File: src/shared/fast_out_pkg.sv
// constants and types shared by the fast output block
// Functional notes
// - compare each counter accumulator with both its compare values, every mode
// - on equality turn the output on, off or toggle it as configured
// - two fast outputs, each set to normal, pwm, counter match or stepper
// - normal mode drives the output from its discrete output bit
// - pwm mode drives the output; channels enabled and set independently
// - new duty and frequency values take effect while running, no restart
// - duty is 0 to 32000, proportional to the high share of the period
// - duty 0 holds the output low, duty 32000 holds it high
// - frequency is a 32-bit value in hertz; period is its reciprocal
// - output stays low until both frequency and duty are loaded non-zero
// - in stop mode hold the last state or run on stop values
// - stop period or stop duty of zero keeps the output low in stop
// - match mode: output a from counter one, output b from counter two
`default_nettype none

package fast_out_pkg;

	localparam int unsigned CLK_PERIOD_NS = 50;
	localparam logic [31:0] CLK_HZ        = 32'(1_000_000_000 / CLK_PERIOD_NS);
	localparam int unsigned DATA_W        = 32;
	localparam int unsigned CH_N          = 2;
	localparam logic [31:0] DUTY_FULL     = 32'h0000_7d00;
	localparam logic [31:0] VALUE_ZERO    = 32'h0000_0000;
	localparam logic        OUT_RST       = 1'b0;

	// output modes, one-hot
	typedef enum logic [3:0] {
		MODE_NORMAL = 4'h1,
		MODE_PWM    = 4'h2,
		MODE_MATCH  = 4'h4,
		MODE_STEP   = 4'h8
	} mode_t;

	// action taken when a compare value is met
	typedef enum logic [1:0] {
		ACT_NONE   = 2'h0,
		ACT_ON     = 2'h1,
		ACT_OFF    = 2'h2,
		ACT_TOGGLE = 2'h3
	} act_t;

endpackage : fast_out_pkg

`default_nettype wire

File: src/shared/pwm_if.sv
// carrier between the output selector and one pwm generator
`default_nettype none

interface pwm_if;
	logic        enable;
	logic        stop;
	logic        hold;
	logic [31:0] duty;
	logic [31:0] freq;
	logic [31:0] stop_duty;
	logic [31:0] stop_freq;
	logic        wave;
	logic        armed;

	modport ctl (
		output enable, stop, hold, duty, freq, stop_duty, stop_freq,
		input  wave, armed
	);
	modport gen (
		input  enable, stop, hold, duty, freq, stop_duty, stop_freq,
		output wave, armed
	);
endinterface : pwm_if

`default_nettype wire

File: src/core/fast_out_top.sv
// two fast outputs: mode select, counter compare actions, pwm channels
`default_nettype none

module fast_out_top #(
	parameter logic [31:0] CLK_RATE = fast_out_pkg::CLK_HZ
) (
	input  wire logic                           clk_i,
	input  wire logic                           rstn_i,
	input  wire fast_out_pkg::mode_t [1:0]      out_mode_i,
	input  wire logic [1:0]                     discrete_i,
	input  wire logic [1:0]                     step_drive_i,
	input  wire logic [1:0]                     pwm_enable_i,
	input  wire logic [1:0][31:0]               pwm_duty_i,
	input  wire logic [1:0][31:0]               pwm_freq_i,
	input  wire logic                           stop_mode_i,
	input  wire logic [1:0]                     stop_hold_i,
	input  wire logic [1:0][31:0]               stop_duty_i,
	input  wire logic [1:0][31:0]               stop_freq_i,
	input  wire logic [31:0]                    counter_one_accumulator_i,
	input  wire logic [31:0]                    counter_two_accumulator_i,
	input  wire logic [1:0]                     acc_update_i,
	input  wire logic [31:0]                    counter_one_compare_a_i,
	input  wire logic [31:0]                    counter_one_compare_b_i,
	input  wire logic [31:0]                    counter_two_compare_a_i,
	input  wire logic [31:0]                    counter_two_compare_b_i,
	input  wire fast_out_pkg::act_t [1:0][1:0]  match_action_i,
	output logic                                fast_output_a_o,
	output logic                                fast_output_b_o,
	output logic [1:0]                          match_state_o,
	output logic [1:0]                          match_hit_o,
	output logic [1:0]                          pwm_ready_o
);
	import fast_out_pkg::*;

	// ----------------------------------------------------------------
	// helpers
	// ----------------------------------------------------------------
	function automatic logic act_apply(input act_t act, input logic cur);
		case (act)
			ACT_ON:     act_apply = 1'b1;
			ACT_OFF:    act_apply = 1'b0;
			ACT_TOGGLE: act_apply = ~cur;
			default:    act_apply = cur;
		endcase
	endfunction : act_apply

	function automatic logic out_pick(input mode_t mode, input logic disc,
	                                  input logic pwm, input logic match,
	                                  input logic step);
		case (mode)
			MODE_NORMAL: out_pick = disc;
			MODE_PWM:    out_pick = pwm;
			MODE_MATCH:  out_pick = match;
			MODE_STEP:   out_pick = step;
			default:     out_pick = OUT_RST;
		endcase
	endfunction : out_pick

	// ----------------------------------------------------------------
	// per channel wiring
	// ----------------------------------------------------------------
	logic [1:0][31:0] acc_w;
	logic [1:0][31:0] cmp_a_w;
	logic [1:0][31:0] cmp_b_w;
	logic [1:0]       hit_a_w;
	logic [1:0]       hit_b_w;
	logic [1:0]       wave_w;
	logic [1:0]       armed_w;
	logic [1:0]       match_r;
	logic [1:0]       match_nxt;
	logic [1:0]       hit_r;
	logic [1:0]       hit_nxt;
	logic [1:0]       out_r;
	logic [1:0]       out_nxt;

	assign acc_w   = {counter_two_accumulator_i, counter_one_accumulator_i};
	assign cmp_a_w = {counter_two_compare_a_i, counter_one_compare_a_i};
	assign cmp_b_w = {counter_two_compare_b_i, counter_one_compare_b_i};

	for (genvar c = 0; c < CH_N; c++) begin : g_ch
		pwm_if u_bus ();

		assign u_bus.enable    = pwm_enable_i[c];
		assign u_bus.stop      = stop_mode_i;
		assign u_bus.hold      = stop_hold_i[c];
		assign u_bus.duty      = pwm_duty_i[c];
		assign u_bus.freq      = pwm_freq_i[c];
		assign u_bus.stop_duty = stop_duty_i[c];
		assign u_bus.stop_freq = stop_freq_i[c];
		assign wave_w[c]       = u_bus.wave;
		assign armed_w[c]      = u_bus.armed;

		pwm_gen #(
			.CLK_RATE (CLK_RATE)
		) u_pwm (
			.clk_i  (clk_i),
			.rstn_i (rstn_i),
			.port   (u_bus.gen)
		);

		// compare runs in every counter mode, on each accumulator update
		assign hit_a_w[c] = acc_update_i[c] & (acc_w[c] == cmp_a_w[c]);
		assign hit_b_w[c] = acc_update_i[c] & (acc_w[c] == cmp_b_w[c]);
		assign hit_nxt[c] = hit_a_w[c] | hit_b_w[c];

		// compare a wins when both values are met in the same update
		wire after_b_w = hit_b_w[c] ?
		                 act_apply(match_action_i[c][1], match_r[c]) :
		                 match_r[c];
		assign match_nxt[c] = hit_a_w[c] ?
		                      act_apply(match_action_i[c][0], match_r[c]) :
		                      after_b_w;

		// the output flop takes the new match state in the same edge
		assign out_nxt[c] = out_pick(out_mode_i[c], discrete_i[c],
		                             wave_w[c], match_nxt[c],
		                             step_drive_i[c]);

		// ------------------------------------------------------------
		// checks
		// ------------------------------------------------------------
		normal_drive_a: assert property (
			@(posedge clk_i) disable iff (!rstn_i)
			out_mode_i[c] == MODE_NORMAL |=> out_r[c] == $past(discrete_i[c]))
			else $error("normal output does not follow discrete bit");

		pwm_drive_a: assert property (
			@(posedge clk_i) disable iff (!rstn_i)
			out_mode_i[c] == MODE_PWM |=> out_r[c] == $past(wave_w[c]))
			else $error("pwm output does not follow generator");

		step_drive_a: assert property (
			@(posedge clk_i) disable iff (!rstn_i)
			out_mode_i[c] == MODE_STEP |=> out_r[c] == $past(step_drive_i[c]))
			else $error("stepper output does not follow drive");

		match_drive_a: assert property (
			@(posedge clk_i) disable iff (!rstn_i)
			out_mode_i[c] == MODE_MATCH |=> out_r[c] == match_r[c])
			else $error("match output not from own counter");

		match_on_a: assert property (
			@(posedge clk_i) disable iff (!rstn_i)
			hit_a_w[c] && match_action_i[c][0] == ACT_ON |=> match_r[c])
			else $error("match on action not applied");

		match_off_a: assert property (
			@(posedge clk_i) disable iff (!rstn_i)
			hit_a_w[c] && match_action_i[c][0] == ACT_OFF |=> !match_r[c])
			else $error("match off action not applied");

		match_toggle_a: assert property (
			@(posedge clk_i) disable iff (!rstn_i)
			hit_b_w[c] && !hit_a_w[c] &&
			match_action_i[c][1] == ACT_TOGGLE
			|=> match_r[c] != $past(match_r[c]))
			else $error("toggle not applied one cycle after equality");

		compare_hit_a: assert property (
			@(posedge clk_i) disable iff (!rstn_i)
			acc_update_i[c] &&
			(acc_w[c] == cmp_a_w[c] || acc_w[c] == cmp_b_w[c])
			|=> match_hit_o[c])
			else $error("compare equality missed");

		match_quiet_a: assert property (
			@(posedge clk_i) disable iff (!rstn_i)
			!acc_update_i[c] |=> $stable(match_r[c]) && !match_hit_o[c])
			else $error("match state moved without update");

		// ------------------------------------------------------------
		// action, source and arming checks
		// ------------------------------------------------------------
		invalid_mode_a: assert property (
			@(posedge clk_i) disable iff (!rstn_i)
			!(out_mode_i[c] inside {MODE_NORMAL, MODE_PWM, MODE_MATCH,
			                        MODE_STEP}) |=> !out_r[c])
			else $error("invalid mode does not drive low");

		second_on_a: assert property (
			@(posedge clk_i) disable iff (!rstn_i)
			hit_b_w[c] && !hit_a_w[c] &&
			match_action_i[c][1] == ACT_ON |=> match_r[c])
			else $error("second compare on action not applied");

		second_off_a: assert property (
			@(posedge clk_i) disable iff (!rstn_i)
			hit_b_w[c] && !hit_a_w[c] &&
			match_action_i[c][1] == ACT_OFF |=> !match_r[c])
			else $error("second compare off action not applied");

		second_none_a: assert property (
			@(posedge clk_i) disable iff (!rstn_i)
			hit_b_w[c] && !hit_a_w[c] &&
			match_action_i[c][1] == ACT_NONE |=> $stable(match_r[c]))
			else $error("second compare changed state with no action");

		first_toggle_a: assert property (
			@(posedge clk_i) disable iff (!rstn_i)
			hit_a_w[c] && match_action_i[c][0] == ACT_TOGGLE
			|=> match_r[c] != $past(match_r[c]))
			else $error("first compare toggle not applied");

		first_none_a: assert property (
			@(posedge clk_i) disable iff (!rstn_i)
			hit_a_w[c] && match_action_i[c][0] == ACT_NONE
			|=> $stable(match_r[c]))
			else $error("first compare changed state with no action");

		second_hit_a: assert property (
			@(posedge clk_i) disable iff (!rstn_i)
			hit_b_w[c] |=> match_hit_o[c])
			else $error("second compare equality missed");

		compare_miss_a: assert property (
			@(posedge clk_i) disable iff (!rstn_i)
			acc_update_i[c] && acc_w[c] != cmp_a_w[c] &&
			acc_w[c] != cmp_b_w[c]
			|=> !match_hit_o[c] && $stable(match_r[c]))
			else $error("hit reported without equality");

		compare_any_mode_a: assert property (
			@(posedge clk_i) disable iff (!rstn_i)
			out_mode_i[c] != MODE_MATCH && hit_a_w[c] &&
			match_action_i[c][0] == ACT_ON |=> match_state_o[c])
			else $error("compare stopped outside match mode");

		hit_cause_a: assert property (
			@(posedge clk_i) disable iff (!rstn_i)
			match_hit_o[c] |-> $past(acc_update_i[c]))
			else $error("hit pulse without accumulator update");

		match_out_on_a: assert property (
			@(posedge clk_i) disable iff (!rstn_i)
			out_mode_i[c] == MODE_MATCH && hit_a_w[c] &&
			match_action_i[c][0] == ACT_ON |=> out_r[c])
			else $error("match output not turned on");

		match_out_off_a: assert property (
			@(posedge clk_i) disable iff (!rstn_i)
			out_mode_i[c] == MODE_MATCH && hit_b_w[c] && !hit_a_w[c] &&
			match_action_i[c][1] == ACT_OFF |=> !out_r[c])
			else $error("match output not turned off");

		pwm_off_low_a: assert property (
			@(posedge clk_i) disable iff (!rstn_i)
			!pwm_enable_i[c] ##1 out_mode_i[c] == MODE_PWM |=> !out_r[c])
			else $error("disabled pwm channel drives high");

		pwm_unarmed_low_a: assert property (
			@(posedge clk_i) disable iff (!rstn_i)
			!pwm_ready_o[c] ##1 out_mode_i[c] == MODE_PWM |=> !out_r[c])
			else $error("unarmed pwm channel drives high");

		ready_set_a: assert property (
			@(posedge clk_i) disable iff (!rstn_i)
			pwm_duty_i[c] != VALUE_ZERO && pwm_freq_i[c] != VALUE_ZERO
			|=> pwm_ready_o[c])
			else $error("pwm not armed by non-zero parameters");

		ready_wait_a: assert property (
			@(posedge clk_i) disable iff (!rstn_i)
			!pwm_ready_o[c] &&
			(pwm_duty_i[c] == VALUE_ZERO || pwm_freq_i[c] == VALUE_ZERO)
			|=> !pwm_ready_o[c])
			else $error("pwm armed with a zero parameter");

		ready_keep_a: assert property (
			@(posedge clk_i) disable iff (!rstn_i)
			pwm_ready_o[c] |=> pwm_ready_o[c])
			else $error("pwm arming lost");
	end

	// ----------------------------------------------------------------
	// state and output flops
	// ----------------------------------------------------------------
	always_ff @(posedge clk_i) begin
		if (!rstn_i) begin
			match_r <= '0;
			hit_r   <= '0;
			out_r   <= {CH_N{OUT_RST}};
		end else begin
			match_r <= match_nxt;
			hit_r   <= hit_nxt;
			out_r   <= out_nxt;
		end
	end

	assign fast_output_a_o = out_r[0];
	assign fast_output_b_o = out_r[1];
	assign match_state_o   = match_r;
	assign match_hit_o     = hit_r;
	assign pwm_ready_o     = armed_w;

	reset_low_a: assert property (
		@(posedge clk_i)
		!rstn_i |=> out_r == '0 && match_r == '0 && hit_r == '0 &&
		            pwm_ready_o == '0)
		else $error("outputs not cleared by reset");

endmodule : fast_out_top

`default_nettype wire

File: src/core/pwm_gen.sv
// one pwm channel: phase accumulator period, duty compare, stop handling
`default_nettype none

module pwm_gen #(
	parameter logic [31:0] CLK_RATE = fast_out_pkg::CLK_HZ
) (
	input  wire logic clk_i,
	input  wire logic rstn_i,
	pwm_if.gen        port
);
	import fast_out_pkg::*;

	logic [31:0] acc_r;
	logic [31:0] acc_nxt;
	logic [31:0] duty_r;
	logic [31:0] duty_nxt;
	logic [31:0] freq_r;
	logic [31:0] freq_nxt;
	logic        armed_r;
	logic        armed_nxt;
	logic        wave_r;
	logic        wave_nxt;

	// ----------------------------------------------------------------
	// period and duty arithmetic
	// ----------------------------------------------------------------
	wire         live_w  = port.enable & armed_r;
	wire         hold_w  = port.stop & port.hold;
	wire         szero_w = port.stop & ~port.hold &
	                       (port.stop_duty == VALUE_ZERO |
	                        port.stop_freq == VALUE_ZERO);
	wire  [31:0] sduty_w = port.stop ? port.stop_duty : port.duty;
	wire  [31:0] sfreq_w = port.stop ? port.stop_freq : port.freq;
	// a step at or above the clock rate could not wrap in one subtraction
	wire  [31:0] step_w  = (freq_r >= CLK_RATE) ? CLK_RATE - 32'h1 : freq_r;
	wire  [32:0] sum_w   = {1'b0, acc_r} + {1'b0, step_w};
	wire         wrap_w  = sum_w >= {1'b0, CLK_RATE};
	wire  [32:0] left_w  = sum_w - {1'b0, CLK_RATE};
	wire         load_w  = ~live_w | (wrap_w & ~hold_w);
	wire  [63:0] lhs_w   = 64'(acc_r) * 64'(DUTY_FULL);
	wire  [63:0] rhs_w   = 64'(duty_r) * 64'(CLK_RATE);
	wire         high_w  = lhs_w < rhs_w;

	assign acc_nxt   = ~live_w ? VALUE_ZERO :
	                   hold_w  ? acc_r :
	                   wrap_w  ? left_w[31:0] : sum_w[31:0];
	assign duty_nxt  = load_w ? sduty_w : duty_r;
	assign freq_nxt  = load_w ? sfreq_w : freq_r;
	assign armed_nxt = armed_r | (port.duty != VALUE_ZERO &
	                              port.freq != VALUE_ZERO);
	assign wave_nxt  = ~live_w ? OUT_RST :
	                   hold_w  ? wave_r : (~szero_w & high_w);

	always_ff @(posedge clk_i) begin
		if (!rstn_i) begin
			acc_r   <= VALUE_ZERO;
			duty_r  <= VALUE_ZERO;
			freq_r  <= VALUE_ZERO;
			armed_r <= 1'b0;
			wave_r  <= OUT_RST;
		end else begin
			acc_r   <= acc_nxt;
			duty_r  <= duty_nxt;
			freq_r  <= freq_nxt;
			armed_r <= armed_nxt;
			wave_r  <= wave_nxt;
		end
	end

	assign port.wave  = wave_r;
	assign port.armed = armed_r;

	// ----------------------------------------------------------------
	// checks
	// ----------------------------------------------------------------
	unarmed_low_a: assert property (
		@(posedge clk_i) disable iff (!rstn_i)
		!armed_r |=> !wave_r)
		else $error("pwm high before parameters loaded");

	duty_zero_a: assert property (
		@(posedge clk_i) disable iff (!rstn_i)
		duty_r == VALUE_ZERO && !port.stop |=> !wave_r)
		else $error("pwm high with zero duty");

	duty_full_a: assert property (
		@(posedge clk_i) disable iff (!rstn_i)
		live_w && !port.stop && duty_r == DUTY_FULL |=> wave_r)
		else $error("pwm low with full duty");

	stop_zero_a: assert property (
		@(posedge clk_i) disable iff (!rstn_i)
		live_w && szero_w |=> !wave_r)
		else $error("pwm high in stop with zero stop value");

	stop_hold_a: assert property (
		@(posedge clk_i) disable iff (!rstn_i)
		live_w && hold_w |=> $stable(wave_r) && $stable(acc_r))
		else $error("pwm moved while holding in stop");

	boundary_load_a: assert property (
		@(posedge clk_i) disable iff (!rstn_i)
		live_w && wrap_w && !hold_w |=> duty_r == $past(sduty_w))
		else $error("new duty not taken at period boundary");

	phase_bound_a: assert property (
		@(posedge clk_i) disable iff (!rstn_i)
		acc_r < CLK_RATE)
		else $error("phase accumulator out of range");

endmodule : pwm_gen

`default_nettype wire

File: config.mk
export PLATFORM = sky130hd
export DESIGN_NAME = fast_out_top
export DESIGN_NICKNAME = d
export VERILOG_FILES = /design/src/shared/fast_out_pkg.sv /design/src/shared/pwm_if.sv /design/src/core/fast_out_top.sv /design/src/core/pwm_gen.sv
export SDC_FILE = /design/constraint.sdc
export NUM_CORES = 2
export LEC_CHECK = 0
export BUFFER_PORTS_ARGS = -buffer_cell sky130_fd_sc_hd__buf_2
export CAP_MARGIN = 20
export CORE_MARGIN = 10
export CORE_UTILIZATION = 50
export CTS_BUF_LIST = sky130_fd_sc_hd__clkbuf_16
export CTS_CLUSTER_SIZE = 24
export DETAILED_ROUTE_END_ITERATION = 12
export PLACE_DENSITY = 0.81
export SLEW_MARGIN = 15
export SYNTH_ARGS = -nofsm -noshare
export SYNTH_HDL_FRONTEND = slang
export SYNTH_SLANG_ARGS = --single-unit
File: constraint.sdc
create_clock -name clk_i -period 9.5 [get_ports clk_i]
set_input_delay 1.9 -clock clk_i [delete_from_list [all_inputs] [get_ports clk_i]]
set_output_delay 1.9 -clock clk_i [all_outputs]
set_load 0.02 [all_outputs]
==> flow_summary.ini <==
[critical_path]
reg2reg_depth = 33
worst_r2r_startpoint = g_ch[1].u_pwm.duty_r[7]$_SDFFE_PN0P_
max_stage_delay_ns = 0.57
cp_data_arrival_time_ns = 9.06
crit_slowest_cell = sky130_fd_sc_hd__dfxtp_1
rrSetupSlack_ns = 0.97
critical_path.endpoint_type = register
r2r-end = g_ch[1].u_pwm.port.wave$_SDFFE_PN0N_
cp_data_required_time_ns = 10.03
worst_setup_path_start_kind = register
cpMostUsedCell = sky130_fd_sc_hd__ha_1
worst-path-max-fanout = 8
crit_buf_inv = 4
crit_type = reg -> reg
cp_top_family = adder cells

[clock_tree]
tritoncts = yes
post_cts_resized = 0
insertion_delay_ns = 0.64
cts-buffers-inserted = 29
postCtsSetupBuffers = 0
numClockSinks = 202
holdBufCountCts = 0
clkSlewWorstSetupHoldPaths_ns = 0.07
htreeDepth = 1
clockRootBuffer = sky130_fd_sc_hd__clkbuf_16
cts_max_path_buffers = 3

[global_routing]
first_global_vias = 41100
overflow = 0
grt_first_pass_wirelength_um = 222000
grt_max_degree = 87
gr-usage-all-layers_pct = 25.7
grt_antenna_before_repair = 17

[synth]
ys_seq_area_share_pct = 8.60
yosys_warnings = 0
post_synth_main_area_contributors = sky130_fd_sc_hd__fa_1 (24%), sky130_fd_sc_hd__ha_1 (21%), sky130_fd_sc_hd__dfxtp_1 (8.6%)
synth_top_cell_area_share_pct = 24.1
post_synth_instance_area_um2 = 47000
syn_avg_cell_area_um2 = 8.82
synth_flop_cell = sky130_fd_sc_hd__dfxtp_1
synth.ff_latch_count = 202
async_reset_ff_share_pct = 0
synth_edf_count = 0
netlist-cell-type-count = 90
syn-instance-count = 5328
cell_taking_the_most_area_after_synthesis = sky130_fd_sc_hd__fa_1

[finish]
fin_nets = 7588
area_taken_by_multi_input_logic_gates_um2 = 38500
post_route_cells_drive_above_1_share_pct = 10.5
final-seq-area_um2 = 4040
num-fill-cells = 8442
syn_to_final_growth_pct = 9.80

[routing]
vias_per_cell = 5.66
via_count = 39800
count_of_tritonroute_iterations_in_the_first_routing_pass = 5
drc_violations_left = 0
drt-total-wl_um = 140000
wl_per_cell_um = 20.0
drt_first_iter_violations = 2690
drtAntennaViolNets = 0

[hold_path]
hold_path_depth = 1
hold_path.class = reg -> reg
hp-start = g_ch[0].u_pwm.freq_r[3]$_SDFFE_PN0P_
min_to = g_ch[0].u_pwm.freq_r[3]$_SDFFE_PN0P_

[timing]
max_clock_freq_ghz = 0.117
grt_setup_unrepaired = false
finalHoldViolCount = 0
skew_ns = 0.0302
tightestPinTransition_ns = 1.13
max_slew_margin_pct = 24.1
final-setup-viol-count = 0
final.hold.worst_slack_ns = 0.494
min_period_ns = 8.53
pins_over_slew_limit = 0
layout_worst_path_cycle_share_pct = 89.8
totalNegativeSetupSlack_ns = 0

[die]
floorplan.initialDensity_pct = 50.4
io_pins = 485
die_x_um = 327
design.core.area_um2 = 93300
die_area_um2 = 107000
dieHeight_um = 327
std_cell_rows = 112

[placed_design]
place_congestion = 0.986
io_buffer_count = 484
place_hpwl_um = 121000

[power_and_ir_drop]
power.leakage_nw = 27.0
vdd.ir_drop.worst_v = 0.000249
pwr_density_cell_nw_per_um2 = 256

[flow_run]
cap_viol_max_count = 0

[run_status]
run_status = completed
-- state kept, by name, summed over array words and instances (netlist names) --
signal,count
g_ch.u_pwm.port.wave,2
out_r,2
match_hit_o,2
g_ch.u_pwm.port.armed,2
g_ch.u_pwm.acc_r,64
g_ch.u_pwm.freq_r,64
g_ch.u_pwm.duty_r,64
match_state_o,2
-- cell usage in the layout (no fill, tap or decap), types with 13 or more instances in the layout --
cell                        count
sky130_fd_sc_hd__ha_1         806
sky130_fd_sc_hd__mux2i_1      140
sky130_fd_sc_hd__and2_1        50
sky130_fd_sc_hd__a31oi_1       25
sky130_fd_sc_hd__dfxtp_1      202
sky130_fd_sc_hd__nor2_1       183
sky130_fd_sc_hd__a211o_1       14
sky130_fd_sc_hd__or2_2         15
sky130_fd_sc_hd__o22ai_1       13
sky130_fd_sc_hd__nand3_1       67
sky130_fd_sc_hd__nor3_1        52
sky130_fd_sc_hd__nor4_1       100
sky130_fd_sc_hd__clkbuf_16     29
sky130_fd_sc_hd__o21ai_1       29
sky130_fd_sc_hd__o211ai_1      25
sky130_fd_sc_hd__o21ai_0      284
sky130_fd_sc_hd__buf_4         21
sky130_fd_sc_hd__o21bai_1      27
sky130_fd_sc_hd__o31ai_1       18
sky130_fd_sc_hd__o21a_1        38
sky130_fd_sc_hd__inv_1       1048
sky130_fd_sc_hd__nand2_1      180
sky130_fd_sc_hd__nand4_1       70
sky130_fd_sc_hd__or3_1         18
sky130_fd_sc_hd__a211oi_1      45
sky130_fd_sc_hd__xnor2_1      197
sky130_fd_sc_hd__a21o_1       105
sky130_fd_sc_hd__nor2b_1       41
sky130_fd_sc_hd__fa_1         566
sky130_fd_sc_hd__a21oi_1      279
sky130_fd_sc_hd__nand2b_1      67
sky130_fd_sc_hd__xor2_1       154
sky130_fd_sc_hd__buf_2        482
sky130_fd_sc_hd__and3_1        31
sky130_fd_sc_hd__conb_1        14
sky130_fd_sc_hd__o211a_1      137
-- power breakdown --
| group | switching, mW | total [mW] | internal [mW] | leakage, nW |
|---|---|---|---|---|
| sequential | 0.129 | 1.04 | 0.910 | 1.67 |
| combinational | 6.32 | 11.0 | 4.67 | 24.8 |
| clock | 0.537 | 1.19 | 0.656 | 0.490 |
| total | 6.99 | 13.2 | 6.24 | 27.0 |
-- metal layers --
metal | global-route usage [%] | routed length [um]
met5 | 0 | 27
met4 | 5.97 | 3550
met3 | 3.79 | 9070
met2 | 44.2 | 67200
met1 | 33.7 | 60300
-- final cells by class --
cell class | count | share of cell area, %
multi-input combinational | 3955 | 74.6
sequential | 202 | 7.83
inverter | 1047 | 7.61
timing repair buffer | 504 | 5.00
tap | 1254 | 3.04
clock buffer | 29 | 1.41
clock inverter | 25 | 0.519
antenna | 5 | 0.0242
-- how the worst max path moves through the flow --
stage,slack (ns),startpoint,depth (start not counted),endpoint
3_5_place_dp,0.95,g_ch[1].u_pwm.duty_r[7]$_SDFFE_PN0P_,33,g_ch[1].u_pwm.port.wave$_SDFFE_PN0N_
3_3_place_gp,1.33,g_ch[1].u_pwm.duty_r[5]$_SDFFE_PN0P_,31,g_ch[1].u_pwm.port.wave$_SDFFE_PN0N_
2_1_floorplan,2.18,g_ch[1].u_pwm.duty_r[6]$_SDFFE_PN0P_,31,g_ch[1].u_pwm.port.wave$_SDFFE_PN0N_
5_1_grt,0.34,g_ch[1].u_pwm.duty_r[5]$_SDFFE_PN0P_,31,g_ch[1].u_pwm.port.wave$_SDFFE_PN0N_
6_report,0.97,g_ch[1].u_pwm.duty_r[7]$_SDFFE_PN0P_,33,g_ch[1].u_pwm.port.wave$_SDFFE_PN0N_
4_1_cts,0.95,g_ch[1].u_pwm.duty_r[5]$_SDFFE_PN0P_,31,g_ch[1].u_pwm.port.wave$_SDFFE_PN0N_
-- logic make-up after synthesis --
kind of cell | synth area share (%)
AOI/OAI and AO/OA | 16.4
xor gates and xnor gates | 6.54
and+or+nand+nor | 10.1
DFF | 8.60
muxes | 3.05
buffers and inverters | 9.68
other | 0.00798
adders and majority gates | 45.5
-- stage by stage --
stage | power [mW] | util [%] | area (um2) | std cells | setup WS [ns]
after floorplan | 9.28 | - | 47100 | 5341 | 2.18
after global placement | 11.6 | 54.2 | 50600 | 6962 | 1.33
after detailed placement | 11.9 | 54.2 | 50600 | 6962 | 0.954
after CTS | 13.2 | 55.3 | 51600 | 7016 | 0.954
after global routing | 14.8 | 55.3 | 51600 | 7021 | 0.341
final | 13.2 | 55.3 | 51600 | 7021 | 0.969
-- worst reg2reg max path: cells and delay by family (launching register included) --
kind	cells	cell delay, ns
compound gates	9	2.51
xor+xnor	1	0.13
fa+ha+maj	8	2.83
buf+inv	4	0.19
flops	1	0.57
simple gates	11	2.20
-- cells in the mapped netlist (7+ instances only) --
library cell                number
sky130_fd_sc_hd__o31a_1          8
sky130_fd_sc_hd__a31oi_1        25
sky130_fd_sc_hd__o2111ai_1       8
sky130_fd_sc_hd__a21oi_1       280
sky130_fd_sc_hd__nand3_1        67
sky130_fd_sc_hd__o211a_1       137
sky130_fd_sc_hd__a21boi_0       12
sky130_fd_sc_hd__xor2_1        154
sky130_fd_sc_hd__o211ai_1       25
sky130_fd_sc_hd__o21ai_0       284
sky130_fd_sc_hd__o31ai_1        18
sky130_fd_sc_hd__a21o_1        105
sky130_fd_sc_hd__a211oi_1       45
sky130_fd_sc_hd__or4_1           7
sky130_fd_sc_hd__fa_1          566
sky130_fd_sc_hd__inv_1        1047
sky130_fd_sc_hd__clkbuf_1      114
sky130_fd_sc_hd__a211o_1        14
sky130_fd_sc_hd__ha_1          806
sky130_fd_sc_hd__a2111oi_0      12
sky130_fd_sc_hd__o21ai_1        29
sky130_fd_sc_hd__o22ai_1        13
sky130_fd_sc_hd__or3_1          18
sky130_fd_sc_hd__xnor2_1       197
sky130_fd_sc_hd__or2_2          13
sky130_fd_sc_hd__mux2i_1       140
sky130_fd_sc_hd__nor2b_1        41
sky130_fd_sc_hd__nor4_1        100
sky130_fd_sc_hd__dfxtp_1       202
sky130_fd_sc_hd__nand4_1        70
sky130_fd_sc_hd__nor2_1        183
sky130_fd_sc_hd__nand2b_1       67
sky130_fd_sc_hd__and3_1         31
sky130_fd_sc_hd__nand2_1       182
sky130_fd_sc_hd__a311oi_1        9
sky130_fd_sc_hd__o21bai_1       27
sky130_fd_sc_hd__and2_1         50
sky130_fd_sc_hd__buf_6          11
sky130_fd_sc_hd__nor3_1         52
sky130_fd_sc_hd__o21a_1         38
(Power assumes the default switching activity.)
